## config.mk

```make
export PLATFORM = sky130hd
export DESIGN_NAME = rcs_scan_ctrl
export DESIGN_NICKNAME = d
export VERILOG_FILES = /design/src/rcs_pkg.sv /design/src/rcs_list_mem.sv /design/src/rcs_scan_ctrl.sv
export SDC_FILE = /design/constraint.sdc
export NUM_CORES = 2
export LEC_CHECK = 0
export BUFFER_PORTS_ARGS = -buffer_cell sky130_fd_sc_hd__buf_2
export CORE_UTILIZATION = 43
export CTS_CLUSTER_SIZE = 16
export DETAILED_ROUTE_END_ITERATION = 7
export GPL_TIMING_DRIVEN = 1
export MAX_ROUTING_LAYER = met4
export PLACE_DENSITY = 0.67
export RECOVER_POWER = 50
export SLEW_MARGIN = 20
export SYNTH_ARGS = -nofsm -noshare
export SYNTH_HDL_FRONTEND = slang
export SYNTH_SLANG_ARGS = --single-unit
```

## constraint.sdc

```tcl
create_clock -name clk -period 10.7 [get_ports clk]
set_clock_uncertainty 0.2 [all_clocks]
set_input_delay 0.535 -clock clk [delete_from_list [all_inputs] [get_ports clk]]
set_output_delay 0.535 -clock clk [all_outputs]
set_load 0.1 [all_outputs]
```

## src/rcs_pkg.sv

```systemverilog
package rcs_pkg;
    localparam int NUM_CH = 64;
    localparam int NUM_TREE = 5;
    localparam int NUM_RELAY = NUM_CH + NUM_TREE;
    localparam int LIST_DEPTH = 128;
    localparam int LIST_AW = 7;
    localparam logic [6:0] CH_LAST = 7'h3f;
    localparam logic [6:0] CH_BANK_A_LAST = 7'h1f;
    localparam logic [6:0] BANK_B_OFFSET = 7'h20;
    localparam logic [6:0] CODE_TREE_FIRST = 7'h5a;
    localparam logic [6:0] CODE_TREE_LAST = 7'h5e;
    localparam logic [6:0] CODE_ALL = 7'h63;
    localparam int IDX_A_SENSE = 64;
    localparam int IDX_B_SENSE = 65;
    localparam int IDX_B_SOURCE = 66;
    localparam int IDX_THERM_A = 67;
    localparam int IDX_THERM_B = 68;
    localparam logic [6:0] CARD_MAX = 7'h63;
    localparam int RELAY_SETTLE_TIME_NS = 1000;
    localparam int CLK_PERIOD_NS = 100;
    localparam int SETTLE_CYCLES =
        (RELAY_SETTLE_TIME_NS + CLK_PERIOD_NS - 1) / CLK_PERIOD_NS;
    localparam logic [7:0] SETTLE_LAST = 8'(SETTLE_CYCLES - 1);

    typedef enum logic [2:0] {
        RCS_OP_CLOSE, RCS_OP_OPEN, RCS_OP_QCLOSED, RCS_OP_QOPEN,
        RCS_OP_SCAN_DEF, RCS_OP_INIT, RCS_OP_TRIG, RCS_OP_ABORT
    } rcs_op_t;

    typedef enum logic [1:0] {
        RCS_MODE_NONE, RCS_MODE_VOLT, RCS_MODE_RES, RCS_MODE_FOUR_WIRE_OHMS_MODE
    } rcs_mode_t;
endpackage

```

## src/rcs_list_mem.sv

```systemverilog
`timescale 1ns/1ps
`default_nettype none
module rcs_list_mem (
    input wire logic clk,
    input wire logic wr_en,
    input wire logic [6:0] wr_addr,
    input wire logic [6:0] wr_data,
    input wire logic [6:0] rd_addr,
    output logic [6:0] rd_data
);
    logic [6:0] mem [0:rcs_pkg::LIST_DEPTH-1];

    always_ff @(posedge clk) begin
        if (wr_en) begin
            mem[wr_addr] <= wr_data;
        end
        rd_data <= mem[rd_addr];
    end
endmodule
`default_nettype wire

```

## src/rcs_scan_ctrl.sv

```systemverilog
`timescale 1ns/1ps
`default_nettype none
module rcs_scan_ctrl (
    input wire logic clk,
    input wire logic reset,
    input wire logic [6:0] card_addr,
    input wire logic cmd_valid,
    input wire rcs_pkg::rcs_op_t cmd_op,
    input wire logic [6:0] cmd_card,
    input wire logic [6:0] cmd_first,
    input wire logic [6:0] cmd_last,
    input wire logic cmd_end,
    input wire rcs_pkg::rcs_mode_t scan_mode,
    input wire logic analog_bus_port,
    input wire logic continuous,
    input wire logic trig_out_enable,
    output logic busy,
    output logic [rcs_pkg::NUM_RELAY-1:0] relay_drive,
    output logic query_valid,
    output logic query_bit,
    output logic cmd_error,
    output logic scan_active,
    output logic scan_trigger_out,
    output logic bank_a_sense_tie,
    output logic bank_b_sense_tie,
    output logic bank_b_source_tie,
    output logic thermistor_bank_a_tie,
    output logic thermistor_bank_b_tie
);
    typedef enum logic [1:0] {
        RCS_IDLE, RCS_WALK, RCS_SETTLE, RCS_FETCH
    } rcs_state_t;

    typedef struct packed {
        rcs_state_t st;
        logic [rcs_pkg::NUM_RELAY-1:0] drive;
        logic [6:0] cur, last, wr_ptr, len, rd_ptr;
        logic [7:0] settle;
        logic level, list_ok, scanning, fetch_pend, whole;
        logic qv, qb, err, tpulse;
    } rcs_s_t;
    rcs_s_t s_reg, s_next;
    logic [6:0] mem_rd;
    logic mem_wr;
    logic [6:0] mem_rd_addr;

    rcs_list_mem u_mem (
        .clk(clk),
        .wr_en(mem_wr),
        .wr_addr(s_reg.wr_ptr),
        .wr_data(cmd_first),
        .rd_addr(mem_rd_addr),
        .rd_data(mem_rd)
    );

    function automatic int rcs_index(input logic [6:0] code);
        if (code >= rcs_pkg::CODE_TREE_FIRST) begin
            return rcs_pkg::NUM_CH + int'(code - rcs_pkg::CODE_TREE_FIRST);
        end
        return int'(code);
    endfunction

    function automatic logic rcs_tree(input logic [6:0] c);
        return c >= rcs_pkg::CODE_TREE_FIRST && c <= rcs_pkg::CODE_TREE_LAST;
    endfunction

    logic mine, ch_ok, tree_ok, all_code, scan_ok, four_wire_ohms_mode;
    logic [6:0] walk_end, fetch_ch;
    always_comb begin
        mine = cmd_card == card_addr && cmd_card <= rcs_pkg::CARD_MAX;
        ch_ok = cmd_first <= rcs_pkg::CH_LAST && cmd_last <= rcs_pkg::CH_LAST
            && cmd_first <= cmd_last;
        tree_ok = rcs_tree(cmd_first) && rcs_tree(cmd_last)
            && cmd_first <= cmd_last;
        all_code = cmd_last == rcs_pkg::CODE_ALL;
        four_wire_ohms_mode = scan_mode == rcs_pkg::RCS_MODE_FOUR_WIRE_OHMS_MODE;
        scan_ok = (cmd_first <= rcs_pkg::CH_LAST
            && !(four_wire_ohms_mode && cmd_first > rcs_pkg::CH_BANK_A_LAST))
            || cmd_first == rcs_pkg::CODE_ALL;
        walk_end = all_code ? rcs_pkg::CODE_TREE_LAST : cmd_last;
        fetch_ch = s_reg.whole ? s_reg.rd_ptr : mem_rd;
    end
    always_comb begin
        s_next = s_reg;
        s_next.qv = 1'b0;
        s_next.err = 1'b0;
        s_next.tpulse = 1'b0;
        mem_wr = 1'b0;
        mem_rd_addr = s_reg.rd_ptr;
        case (s_reg.st)
            RCS_IDLE: begin
                if (cmd_valid && mine) begin
                    case (cmd_op)
                        rcs_pkg::RCS_OP_CLOSE, rcs_pkg::RCS_OP_OPEN: begin
                            if (ch_ok || tree_ok || (all_code
                                && cmd_first <= rcs_pkg::CH_LAST)) begin
                                s_next.cur = cmd_first;
                                s_next.last = walk_end;
                                s_next.level = cmd_op == rcs_pkg::RCS_OP_CLOSE;
                                s_next.st = RCS_WALK;
                            end else begin
                                s_next.err = 1'b1;
                            end
                        end
                        rcs_pkg::RCS_OP_QCLOSED: begin
                            s_next.qv = 1'b1;
                            s_next.qb = s_reg.drive[rcs_index(cmd_first)];
                        end
                        rcs_pkg::RCS_OP_QOPEN: begin
                            s_next.qv = 1'b1;
                            s_next.qb = !s_reg.drive[rcs_index(cmd_first)];
                        end
                        rcs_pkg::RCS_OP_SCAN_DEF: begin
                            if (cmd_first == rcs_pkg::CODE_ALL) begin
                                // Whole card expands to channel entries
                                s_next.len = four_wire_ohms_mode ? 7'h20 : 7'h40;
                                s_next.whole = 1'b1;
                            end else if (scan_ok && s_reg.list_ok) begin
                                mem_wr = 1'b1;
                                s_next.wr_ptr = s_reg.wr_ptr + 7'h01;
                                s_next.len = s_reg.wr_ptr + 7'h01;
                                s_next.whole = 1'b0;
                            end else begin
                                s_next.list_ok = 1'b0;
                                s_next.err = 1'b1;
                            end
                            if (cmd_end) begin
                                s_next.wr_ptr = 7'h00;
                                if (!s_next.list_ok) begin
                                    s_next.list_ok = 1'b1;
                                    s_next.len = 7'h00;
                                    s_next.whole = 1'b0;
                                end
                            end
                        end
                        rcs_pkg::RCS_OP_INIT: begin
                            if (s_reg.list_ok && s_reg.len != 7'h00) begin
                                s_next.scanning = 1'b1;
                                s_next.rd_ptr = 7'h00;
                                mem_rd_addr = 7'h00;
                                s_next.st = RCS_FETCH;
                            end else begin
                                s_next.err = 1'b1;
                            end
                        end
                        rcs_pkg::RCS_OP_TRIG: begin
                            if (s_reg.scanning) begin
                                s_next.drive[rcs_pkg::NUM_CH-1:0] = '0;
                                if (s_reg.rd_ptr + 7'h01 < s_reg.len) begin
                                    s_next.rd_ptr = s_reg.rd_ptr + 7'h01;
                                    s_next.st = RCS_FETCH;
                                end else if (continuous) begin
                                    s_next.rd_ptr = 7'h00;
                                    s_next.st = RCS_FETCH;
                                end else begin
                                    s_next.scanning = 1'b0;
                                end
                                mem_rd_addr = s_next.rd_ptr;
                            end
                        end
                        rcs_pkg::RCS_OP_ABORT: begin
                            s_next.scanning = 1'b0;
                        end
                        default: begin
                            s_next.err = 1'b1;
                        end
                    endcase
                end
            end
            RCS_WALK: begin
                if (s_reg.cur <= rcs_pkg::CH_LAST || rcs_tree(s_reg.cur)) begin
                    s_next.drive[rcs_index(s_reg.cur)] = s_reg.level;
                end
                s_next.settle = 8'h00;
                s_next.st = RCS_SETTLE;
            end
            RCS_SETTLE: begin
                if (s_reg.settle != rcs_pkg::SETTLE_LAST) begin
                    s_next.settle = s_reg.settle + 8'h01;
                end else if (s_reg.cur >= s_reg.last) begin
                    s_next.st = RCS_IDLE;
                end else begin
                    s_next.cur = s_reg.cur == rcs_pkg::CH_LAST
                        ? rcs_pkg::CODE_TREE_FIRST : s_reg.cur + 7'h01;
                    s_next.st = RCS_WALK;
                end
            end
            RCS_FETCH: begin
                // Register holds entry; a 99 list reads as the index
                if (s_reg.fetch_pend) begin
                    s_next.fetch_pend = 1'b0;
                    s_next.drive[fetch_ch] = 1'b1;
                    if (four_wire_ohms_mode) begin
                        s_next.drive[fetch_ch + rcs_pkg::BANK_B_OFFSET]
                            = 1'b1;
                    end
                    s_next.tpulse = trig_out_enable;
                    s_next.st = RCS_IDLE;
                end else begin
                    s_next.fetch_pend = 1'b1;
                end
            end
            default: begin
                s_next.st = RCS_IDLE;
            end
        endcase
        if (s_reg.scanning) begin
            // Tree follows port and mode while scanning
            s_next.drive[rcs_pkg::NUM_RELAY-1:rcs_pkg::NUM_CH] = {
                1'b0, 1'b0, analog_bus_port && four_wire_ohms_mode,
                analog_bus_port && four_wire_ohms_mode, analog_bus_port};
        end
    end

    always_ff @(posedge clk) begin
        if (reset) begin
            s_reg <= '0;
            s_reg.list_ok <= 1'b1;
        end else begin
            s_reg <= s_next;
        end
    end

    assign busy = s_reg.st != RCS_IDLE;
    assign relay_drive = s_reg.drive;
    assign query_valid = s_reg.qv;
    assign query_bit = s_reg.qb;
    assign cmd_error = s_reg.err;
    assign scan_active = s_reg.scanning;
    assign scan_trigger_out = s_reg.tpulse;
    assign bank_a_sense_tie = s_reg.drive[rcs_pkg::IDX_A_SENSE];
    assign bank_b_sense_tie = s_reg.drive[rcs_pkg::IDX_B_SENSE];
    assign bank_b_source_tie = s_reg.drive[rcs_pkg::IDX_B_SOURCE];
    assign thermistor_bank_a_tie = s_reg.drive[rcs_pkg::IDX_THERM_A];
    assign thermistor_bank_b_tie = s_reg.drive[rcs_pkg::IDX_THERM_B];

    reset_open_a: assert property (@(posedge clk)
        reset |=> relay_drive == '0)
        else $error("relays not open after reset");
    query_close_a: assert property (@(posedge clk) disable iff (reset)
        cmd_valid && !busy && mine && cmd_op == rcs_pkg::RCS_OP_QCLOSED
        && cmd_first <= rcs_pkg::CH_LAST
        |=> query_valid && query_bit == $past(relay_drive[cmd_first[5:0]]))
        else $error("closed query wrong");
    query_open_a: assert property (@(posedge clk) disable iff (reset)
        cmd_valid && !busy && mine && cmd_op == rcs_pkg::RCS_OP_QOPEN
        && cmd_first <= rcs_pkg::CH_LAST
        |=> query_valid && query_bit != $past(relay_drive[cmd_first[5:0]]))
        else $error("open query wrong");
    bad_open_a: assert property (@(posedge clk) disable iff (reset)
        cmd_valid && !busy && mine && cmd_op == rcs_pkg::RCS_OP_OPEN
        && cmd_first > rcs_pkg::CODE_TREE_LAST && cmd_first < rcs_pkg::CODE_ALL
        |=> cmd_error && !busy)
        else $error("open of 95-98 not flagged");
    one_step_a: assert property (@(posedge clk) disable iff (reset)
        busy && !scan_active |-> $countones(relay_drive ^ $past(relay_drive)) <= 1)
        else $error("more than one relay moved");
    trig_pulse_a: assert property (@(posedge clk) disable iff (reset)
        scan_trigger_out |-> scan_active && !$past(scan_trigger_out))
        else $error("trigger pulse too long");
    four_wire_ohms_mode_pair_a: assert property (@(posedge clk) disable iff (reset)
        scan_trigger_out && scan_mode == rcs_pkg::RCS_MODE_FOUR_WIRE_OHMS_MODE
        |-> (relay_drive[31:0] & ~$past(relay_drive[31:0])
        & ~relay_drive[63:32]) == 32'h0)
        else $error("four-wire pair missing");
    tree_scan_a: assert property (@(posedge clk) disable iff (reset)
        scan_active && $past(scan_active) && !analog_bus_port
        && $past(!analog_bus_port) |-> !bank_a_sense_tie && !bank_b_source_tie)
        else $error("tree closed without port");
    stop_scan_a: assert property (@(posedge clk) disable iff (reset)
        cmd_valid && !busy && mine && cmd_op == rcs_pkg::RCS_OP_TRIG
        && scan_active && !continuous && s_reg.rd_ptr + 7'h01 >= s_reg.len
        |=> !scan_active && relay_drive[63:0] == '0)
        else $error("scan did not stop at end");
    close_cov: cover property (@(posedge clk) busy ##[1:40] !busy);
    scan_cov: cover property (@(posedge clk) scan_trigger_out ##[1:50]
        scan_trigger_out);
    err_cov: cover property (@(posedge clk) cmd_error);
endmodule
`default_nettype wire

```

# After elaboration in Yosys (flattened, before gate mapping)
# Memory sizes are Yosys's and may differ from the RTL's. A register that Yosys moved wholly into a read port is not among the register bits.
# Cells that the tools add are included.
[word_totals]
ff_bits = 123
mem_bits_rw = 896
output_inout_bits = 80
wordCells = 252
mem_count = 1
[classes]
n_addsub = 9
n_lt_le_gt_ge = 22
n_eq_ne = 35
mux = 108
bitwise = 6
n_reduce_logical = 52
[memory_table]
columns = ["memory", "words", "word_bits", "rd", "rd_ports_with_merged_regs", "write_ports", "line", "rtl"]
rows = [
  ["u_mem.mem", 128, 7, 1, 1, 1, "rcs_list_mem.sv:11", "logic [6:0] mem [0:rcs_pkg::LIST_DEPTH-1];"],
]
[op_table]
columns = ["cell", "n"]
rows = [
  ["2-to-1 mux 32 bit", 13],
  ["case mux 64 bit (3 select lines)", 1],
  ["2-to-1 mux 69 bit", 2],
  ["bitwise OR 69 bit", 2],
  ["2-to-1 mux 64 bit", 2],
  ["2-to-1 mux 7 bit", 15],
  ["2-to-1 mux 99 bit", 1],
  ["< comparator 32 x 9 -> 1 bit, second input constant", 3],
  ["2-to-1 mux 71 bit", 1],
  ["2-to-1 mux 14 bit", 5],
  ["bitwise mux 69 bit", 1],
  ["2-to-1 mux 1 bit", 44],
  ["greater-or-equal comparator 32 x 1 -> 1 bit, second input constant", 1],
  ["less-or-equal comparator 7 bit, second input constant", 4],
  ["case mux 7 bit (2 select lines)", 2],
  ["adder 7 x 1 -> 7 bit, second input constant", 3],
  ["demux 1 bit (select 7 bit)", 3],
  ["greater-or-equal comparator 7 bit, second input constant", 3],
  ["less-or-equal comparator 7 x 6 -> 1 bit, second input constant", 3],
  ["!= test 2 bit, second input constant", 10],
  ["adder 8 x 8 -> 9 bit, first input constant", 2],
  ["logical AND 1 bit", 18],
  ["< comparator 7 x 8 -> 1 bit, second input constant", 2],
  ["case mux 8 bit (2 select lines)", 1],
  ["other kinds (46)", 90],
]

# Depth between registers and ports, before layout
[depth]
word_depth = 16
mapped_depth = 20

# Cells and area by module
# A second synthesis with hierarchy kept.
[hier_totals]
cells_unflattened = 2711
area_unflattened_um2 = 44477.7
[by_module_without_submodules]
columns = ["mod", "instances", "cells_per_inst", "area_each_um2", "seq_area_each_um2"]
rows = [
  ["rcs_list_mem", 1, 1453, 34790.9, 27045.9],
  ["rcs_scan_ctrl", 1, 1258, 9686.8, 2462.4],
]

# Worst setup path before layout
# Ideal clock, no wire load.
[synth_path]
path_type = "reg2reg"
start = "register s_reg[18] in the netlist's numbering"
end = "register u_mem.rd_data[5] (read register of u_mem.mem)"
arrival_time_ns = 4.168
required_time_ns = 10.380
path_slack_ns = 6.212
path_stages_with_launch = 18
path_buffers = 3
period_less_slack_ns = 4.488
cell_sequence = "dfxtp_1 ha_1 nand3_1 xnor2_1 ha_1 a211oi_1 nor2_1 or4_4 buf_6 a211o_4 a21oi_4 buf_6 buf_2 mux2i_1 mux2i_1 a32o_1 a2111o_1 a211o_1"
[synth_between]
elab_chain_len = 7
elab_cells_between_ends = 9
cone_classes = "add/sub (1); order compare (1); mux (7)"
[synth_lines]
columns = ["element", "line", "rtl"]
rows = [
  ["from (decl)", "rcs_scan_ctrl.sv:42", "rcs_s_t s_reg, s_next;"],
  ["from (signal assigned)", "rcs_scan_ctrl.sv:220", "s_reg <= s_next;"],
  ["adder 7 x 1 -> 7 bit", "rcs_scan_ctrl.sv:149, rcs_scan_ctrl.sv:150", ""],
  ["< comparator 7 bit", "rcs_scan_ctrl.sv:149", "if (s_reg.rd_ptr + 7'h01 < s_reg.len) begin"],
  ["2-to-1 mux 7 bit", "rcs_scan_ctrl.sv:149", ""],
  ["2-to-1 mux 7 bit", "n/a", ""],
  ["case mux 7 bit (2 select lines)", "rcs_scan_ctrl.sv:93", "case (cmd_op)"],
  ["2-to-1 mux 7 bit", "rcs_scan_ctrl.sv:92", "if (cmd_valid && mine) begin"],
  ["2-to-1 mux 7 bit *", "rcs_scan_ctrl.sv:90", "case (s_reg.st)"],
  ["to (decl)", "rcs_list_mem.sv:9", "output logic [6:0] rd_data"],
]
# Mark *: on every way between the ends. The rest lies on a longest branch, timed or not.
# A chain may end at the register's enable or synchronous reset.

# Worst setup path after layout
[layout_path]
start = "input cmd_first[6]"
end = "register s_reg[46] in the netlist's numbering"
[layout_between]
elab_chain_len = 8
elab_cells_between_ends = 14
cone_classes = "order compare (4); eq/ne (1); reduce/logical (9)"
[layout_lines]
columns = ["element", "line", "rtl"]
rows = [
  ["from (decl)", "rcs_scan_ctrl.sv:10", "input wire logic [6:0] cmd_first,"],
  ["greater-or-equal comparator 7 bit or less-or-equal comparator 7 bit (tied branches)", "rcs_scan_ctrl.sv:64", "return c >= rcs_pkg::CODE_TREE_FIRST && c <= rcs_pkg::CODE_TREE_LAST;"],
  ["logical AND 1 bit", "rcs_scan_ctrl.sv:64", ""],
  ["logical AND 1 bit", "rcs_scan_ctrl.sv:73", "tree_ok = rcs_tree(cmd_first) && rcs_tree(cmd_last)"],
  ["logical AND 1 bit", "rcs_scan_ctrl.sv:74", "&& cmd_first <= cmd_last;"],
  ["logical OR 1 bit", "rcs_scan_ctrl.sv:95", "if (ch_ok || tree_ok || (all_code"],
  ["logical OR 1 bit *", "rcs_scan_ctrl.sv:95", ""],
  ["!= test 2 bit (no source line) *", "n/a", ""],
  ["AND reduction 6 bit (no source line) *", "n/a", ""],
]
# Marked as above.

==> qor.csv <==
metric,value,unit
status,finished with violations,
violations,"max-capacitance violations, max-slew violations",
wl_per_cell,25.2,µm
initial_utilization,43.5,%
core-area,0.107,mm²
num_rows,120,
final_cell_mix,"edfxtp_1 (896), nand2_1 (589), nor2_1 (239)",
timing.critical_path.cells,clkbuf_1 -> clkbuf_1 -> clkbuf_1 -> ha_1 -> and4_1 -> nand4_1 -> o21ai_0 -> a21oi_1 -> o21ai_0 -> o311ai_0 -> a21oi_1,
fp.dieArea,0.110,mm²
postLayoutSetupSlackWorst,3450,ps
finalSetupViolCount,0,
place_congestion,0.930,
nFillCells,9372,
grt_pass1_vias,30300,
gr-max-usage-layer,met2,
port_buffers,119,
met3_usage,3.87,%
dp_hpwl,83800,µm
ys_seq_area_share,63.2,%
pre_cts_slack,3860,ps
final_area,0.0514,mm²
max_stage_delay,1750,ps
drcViolationCount,0,
grt_setup_unrepaired,false,
grtUsageMet1,34.1,%
fmax,138,MHz
synth_edf_count,896,
path_delay_family,buffers and inverters,
timing.slew.headroom,-173,%
layout_commonest_cell,edfxtp_1,
nets,3912,
path_buf_inv,3,
crit_fanout,38,
syn_to_final_growth,9.98,%
synth_ff_type,edfxtp_1,
worstMarginPinSlew,4090,ps
crit_required,11080,ps
placed_area,0.0480,mm²
grt-ovfl-total,0,
synth_cell_types,84,
cts_num_sinks,1026,
syn_nets,3945,
met2_usage,36.7,%
critPathKind,in2reg,
cts_tree,done,
synth.avg_cell_area,12.1,µm²
peakVddDrop,0.122,mV
grt.total_usage,24.6,%
die_w,332,µm
multi_input_area,0.0152,mm²
postSynthCellCount,3872,
clockBufferDepth,3,
routed_wl,134000,µm
regArea,0.0295,mm²
postCtsSetupBuffers,0,
endpoint_kind,register,
async_flop_share,0,%
hold_viol,0,
final_core_util,47.9,%
syn_area,0.0467,mm²
hp-class,in2reg,
setup_tns,0,ps
first_pass_iters,5,
grt_max_degree,161,
io_pins,120,
cp_common_cell,clkbuf_1,
num_vias,32500,
synth-seq-cells,1026,
cts_made_buffers,104,
fin_crit,7250,ps
layout-drive-gt1-share,8.90,%
drt_iter0_markers,4195,
die_height,332,µm
worstPathArrival,7640,ps
antenna_found_initial,6,
maxSlewViolCount,874,
grt_pass1_wl,199000,µm
cap_violations,19,
h-tree-depth,3,
p_per_area,160,mW/mm²
total_power,8.23,mW
cpMaxStageDelayCell,clkbuf_1,
postRouteAntennaNets,0,
leakagePower,17.7,nW
cts.clk_slew.worst_paths,60,ps
synth_warnings,0,
finalCritPeriodShare,67.8,%
clockRootBuffer,clkbuf_16,
critPathLaunchType,input port,
largest_reg_flops,896,
clock_latency,710,ps
via_per_inst,6.09,
[final timing paths]
check / startpoint / to / slack, ps / cells past startpoint
hold / removal: cmd_end / s_reg[7] / 50 / 3
setup / recovery: cmd_first[6] / s_reg[46] / 3450 / 11
setup reg to reg: s_reg[17] / u_mem.rd_data[6] / 3630 / 16
hold reg to reg: s_reg[39] / s_reg[39] / 280 / 2
[per-layer routing]
layer | share of wire [%] | up-vias
met1 | 42 | 16000
met2 | 46 | 1716
met3 | 9.3 | 251
met4 | 3.4 | 0
li1 | - | 14500
met5 | 0 | -
[stage by stage]
| step | cells | hold slack [ps] |
|---|---|---|
| after floorplan | 3872 | 250 |
| after global placement | 5127 | 262 |
| after detailed placement | 5127 | 269 |
| after CTS | 5325 | 4.06 |
| after global routing | 5329 | 40.6 |
| final | 5329 | 45.3 |
[power by group]
group	internal [mW]	switching (mW)	total, mW
Sequential	4.35	0.000915	4.35
Clock	2.15	1.56	3.71
Combinational	0.0312	0.130	0.161
[cell families (layout without fill, tap and decap cells)]
| logic type | count (synthesis) | count (layout) | share of synthesized area (%) |
|---|---|---|---|
| AND/OR/NAND/NOR | 1281 | 1281 | 12.2 |
| flip-flops | 1026 | 1026 | 63.2 |
| AO/OA/AOI/OAI | 777 | 777 | 11.8 |
| buffers and inverters | 433 | 483 | 4.56 |
| multiplexers | 297 | 297 | 6.84 |
| adder cells (fa/ha/maj) | 34 | 34 | 0.905 |
| XOR/XNOR | 24 | 24 | 0.450 |
| other | 0 | 4 | 0 |
[final cells by class]
type,instances,area share (%)
diodes,4,0.0195
clock buffers,131,5.39
clock inverters,58,1.37
inverters,102,0.745
multi-input cells,2413,29.6
flip-flops and latches,1026,57.4
well taps,1403,3.42
repair buffers,192,2.07
[worst reg2reg max path: stages (launching register included)]
cell,delay (ps)
dfxtp_1,590
ha_1,370
nand3_1,120
xnor2_1,290
ha_1,310
a211oi_1,240
nor2_1,110
or4_4,620
nor4_2,150
buf_4,630
or3_4,840
buf_12,470
o211ai_1,360
o211ai_1,240
a41oi_1,330
nor4_1,820
o2111ai_1,250
[Yosys cell counts, types with 18 or more instances]
cell	count	share of area [%]
buf_4	82	1.3
ha_1	33	0.88
edfxtp_1	896	58
mux2i_1	220	4.7
nor2_1	241	1.9
inv_1	100	0.80
a21oi_1	123	1.3
o211ai_1	105	1.7
and3_1	93	1.2
a211oi_1	21	0.34
a311oi_1	41	0.77
a22oi_1	31	0.50
nand3_1	152	1.6
o22ai_1	65	0.87
a31oi_1	52	0.70
a32oi_1	36	0.68
and2_1	18	0.24
mux2_2	60	1.4
nand4_1	22	0.29
o21ai_0	60	0.64
o31ai_1	71	1.1
nor3_1	67	0.72
nor4_1	21	0.28
clkbuf_1	135	1.1
dfxtp_1	130	5.6
nand2_1	590	4.7
o21a_1	40	0.64
buf_2	85	0.91
[repair_timing]
| item | in CTS | in global routing |
|---|---|---|
| hold buffers | 9 | 0 |
| resized for setup | 0 | 0 |
| endpoints found under the hold margin | 10 | 0 |
No activity file was read; power rests on OpenSTA's default activity.
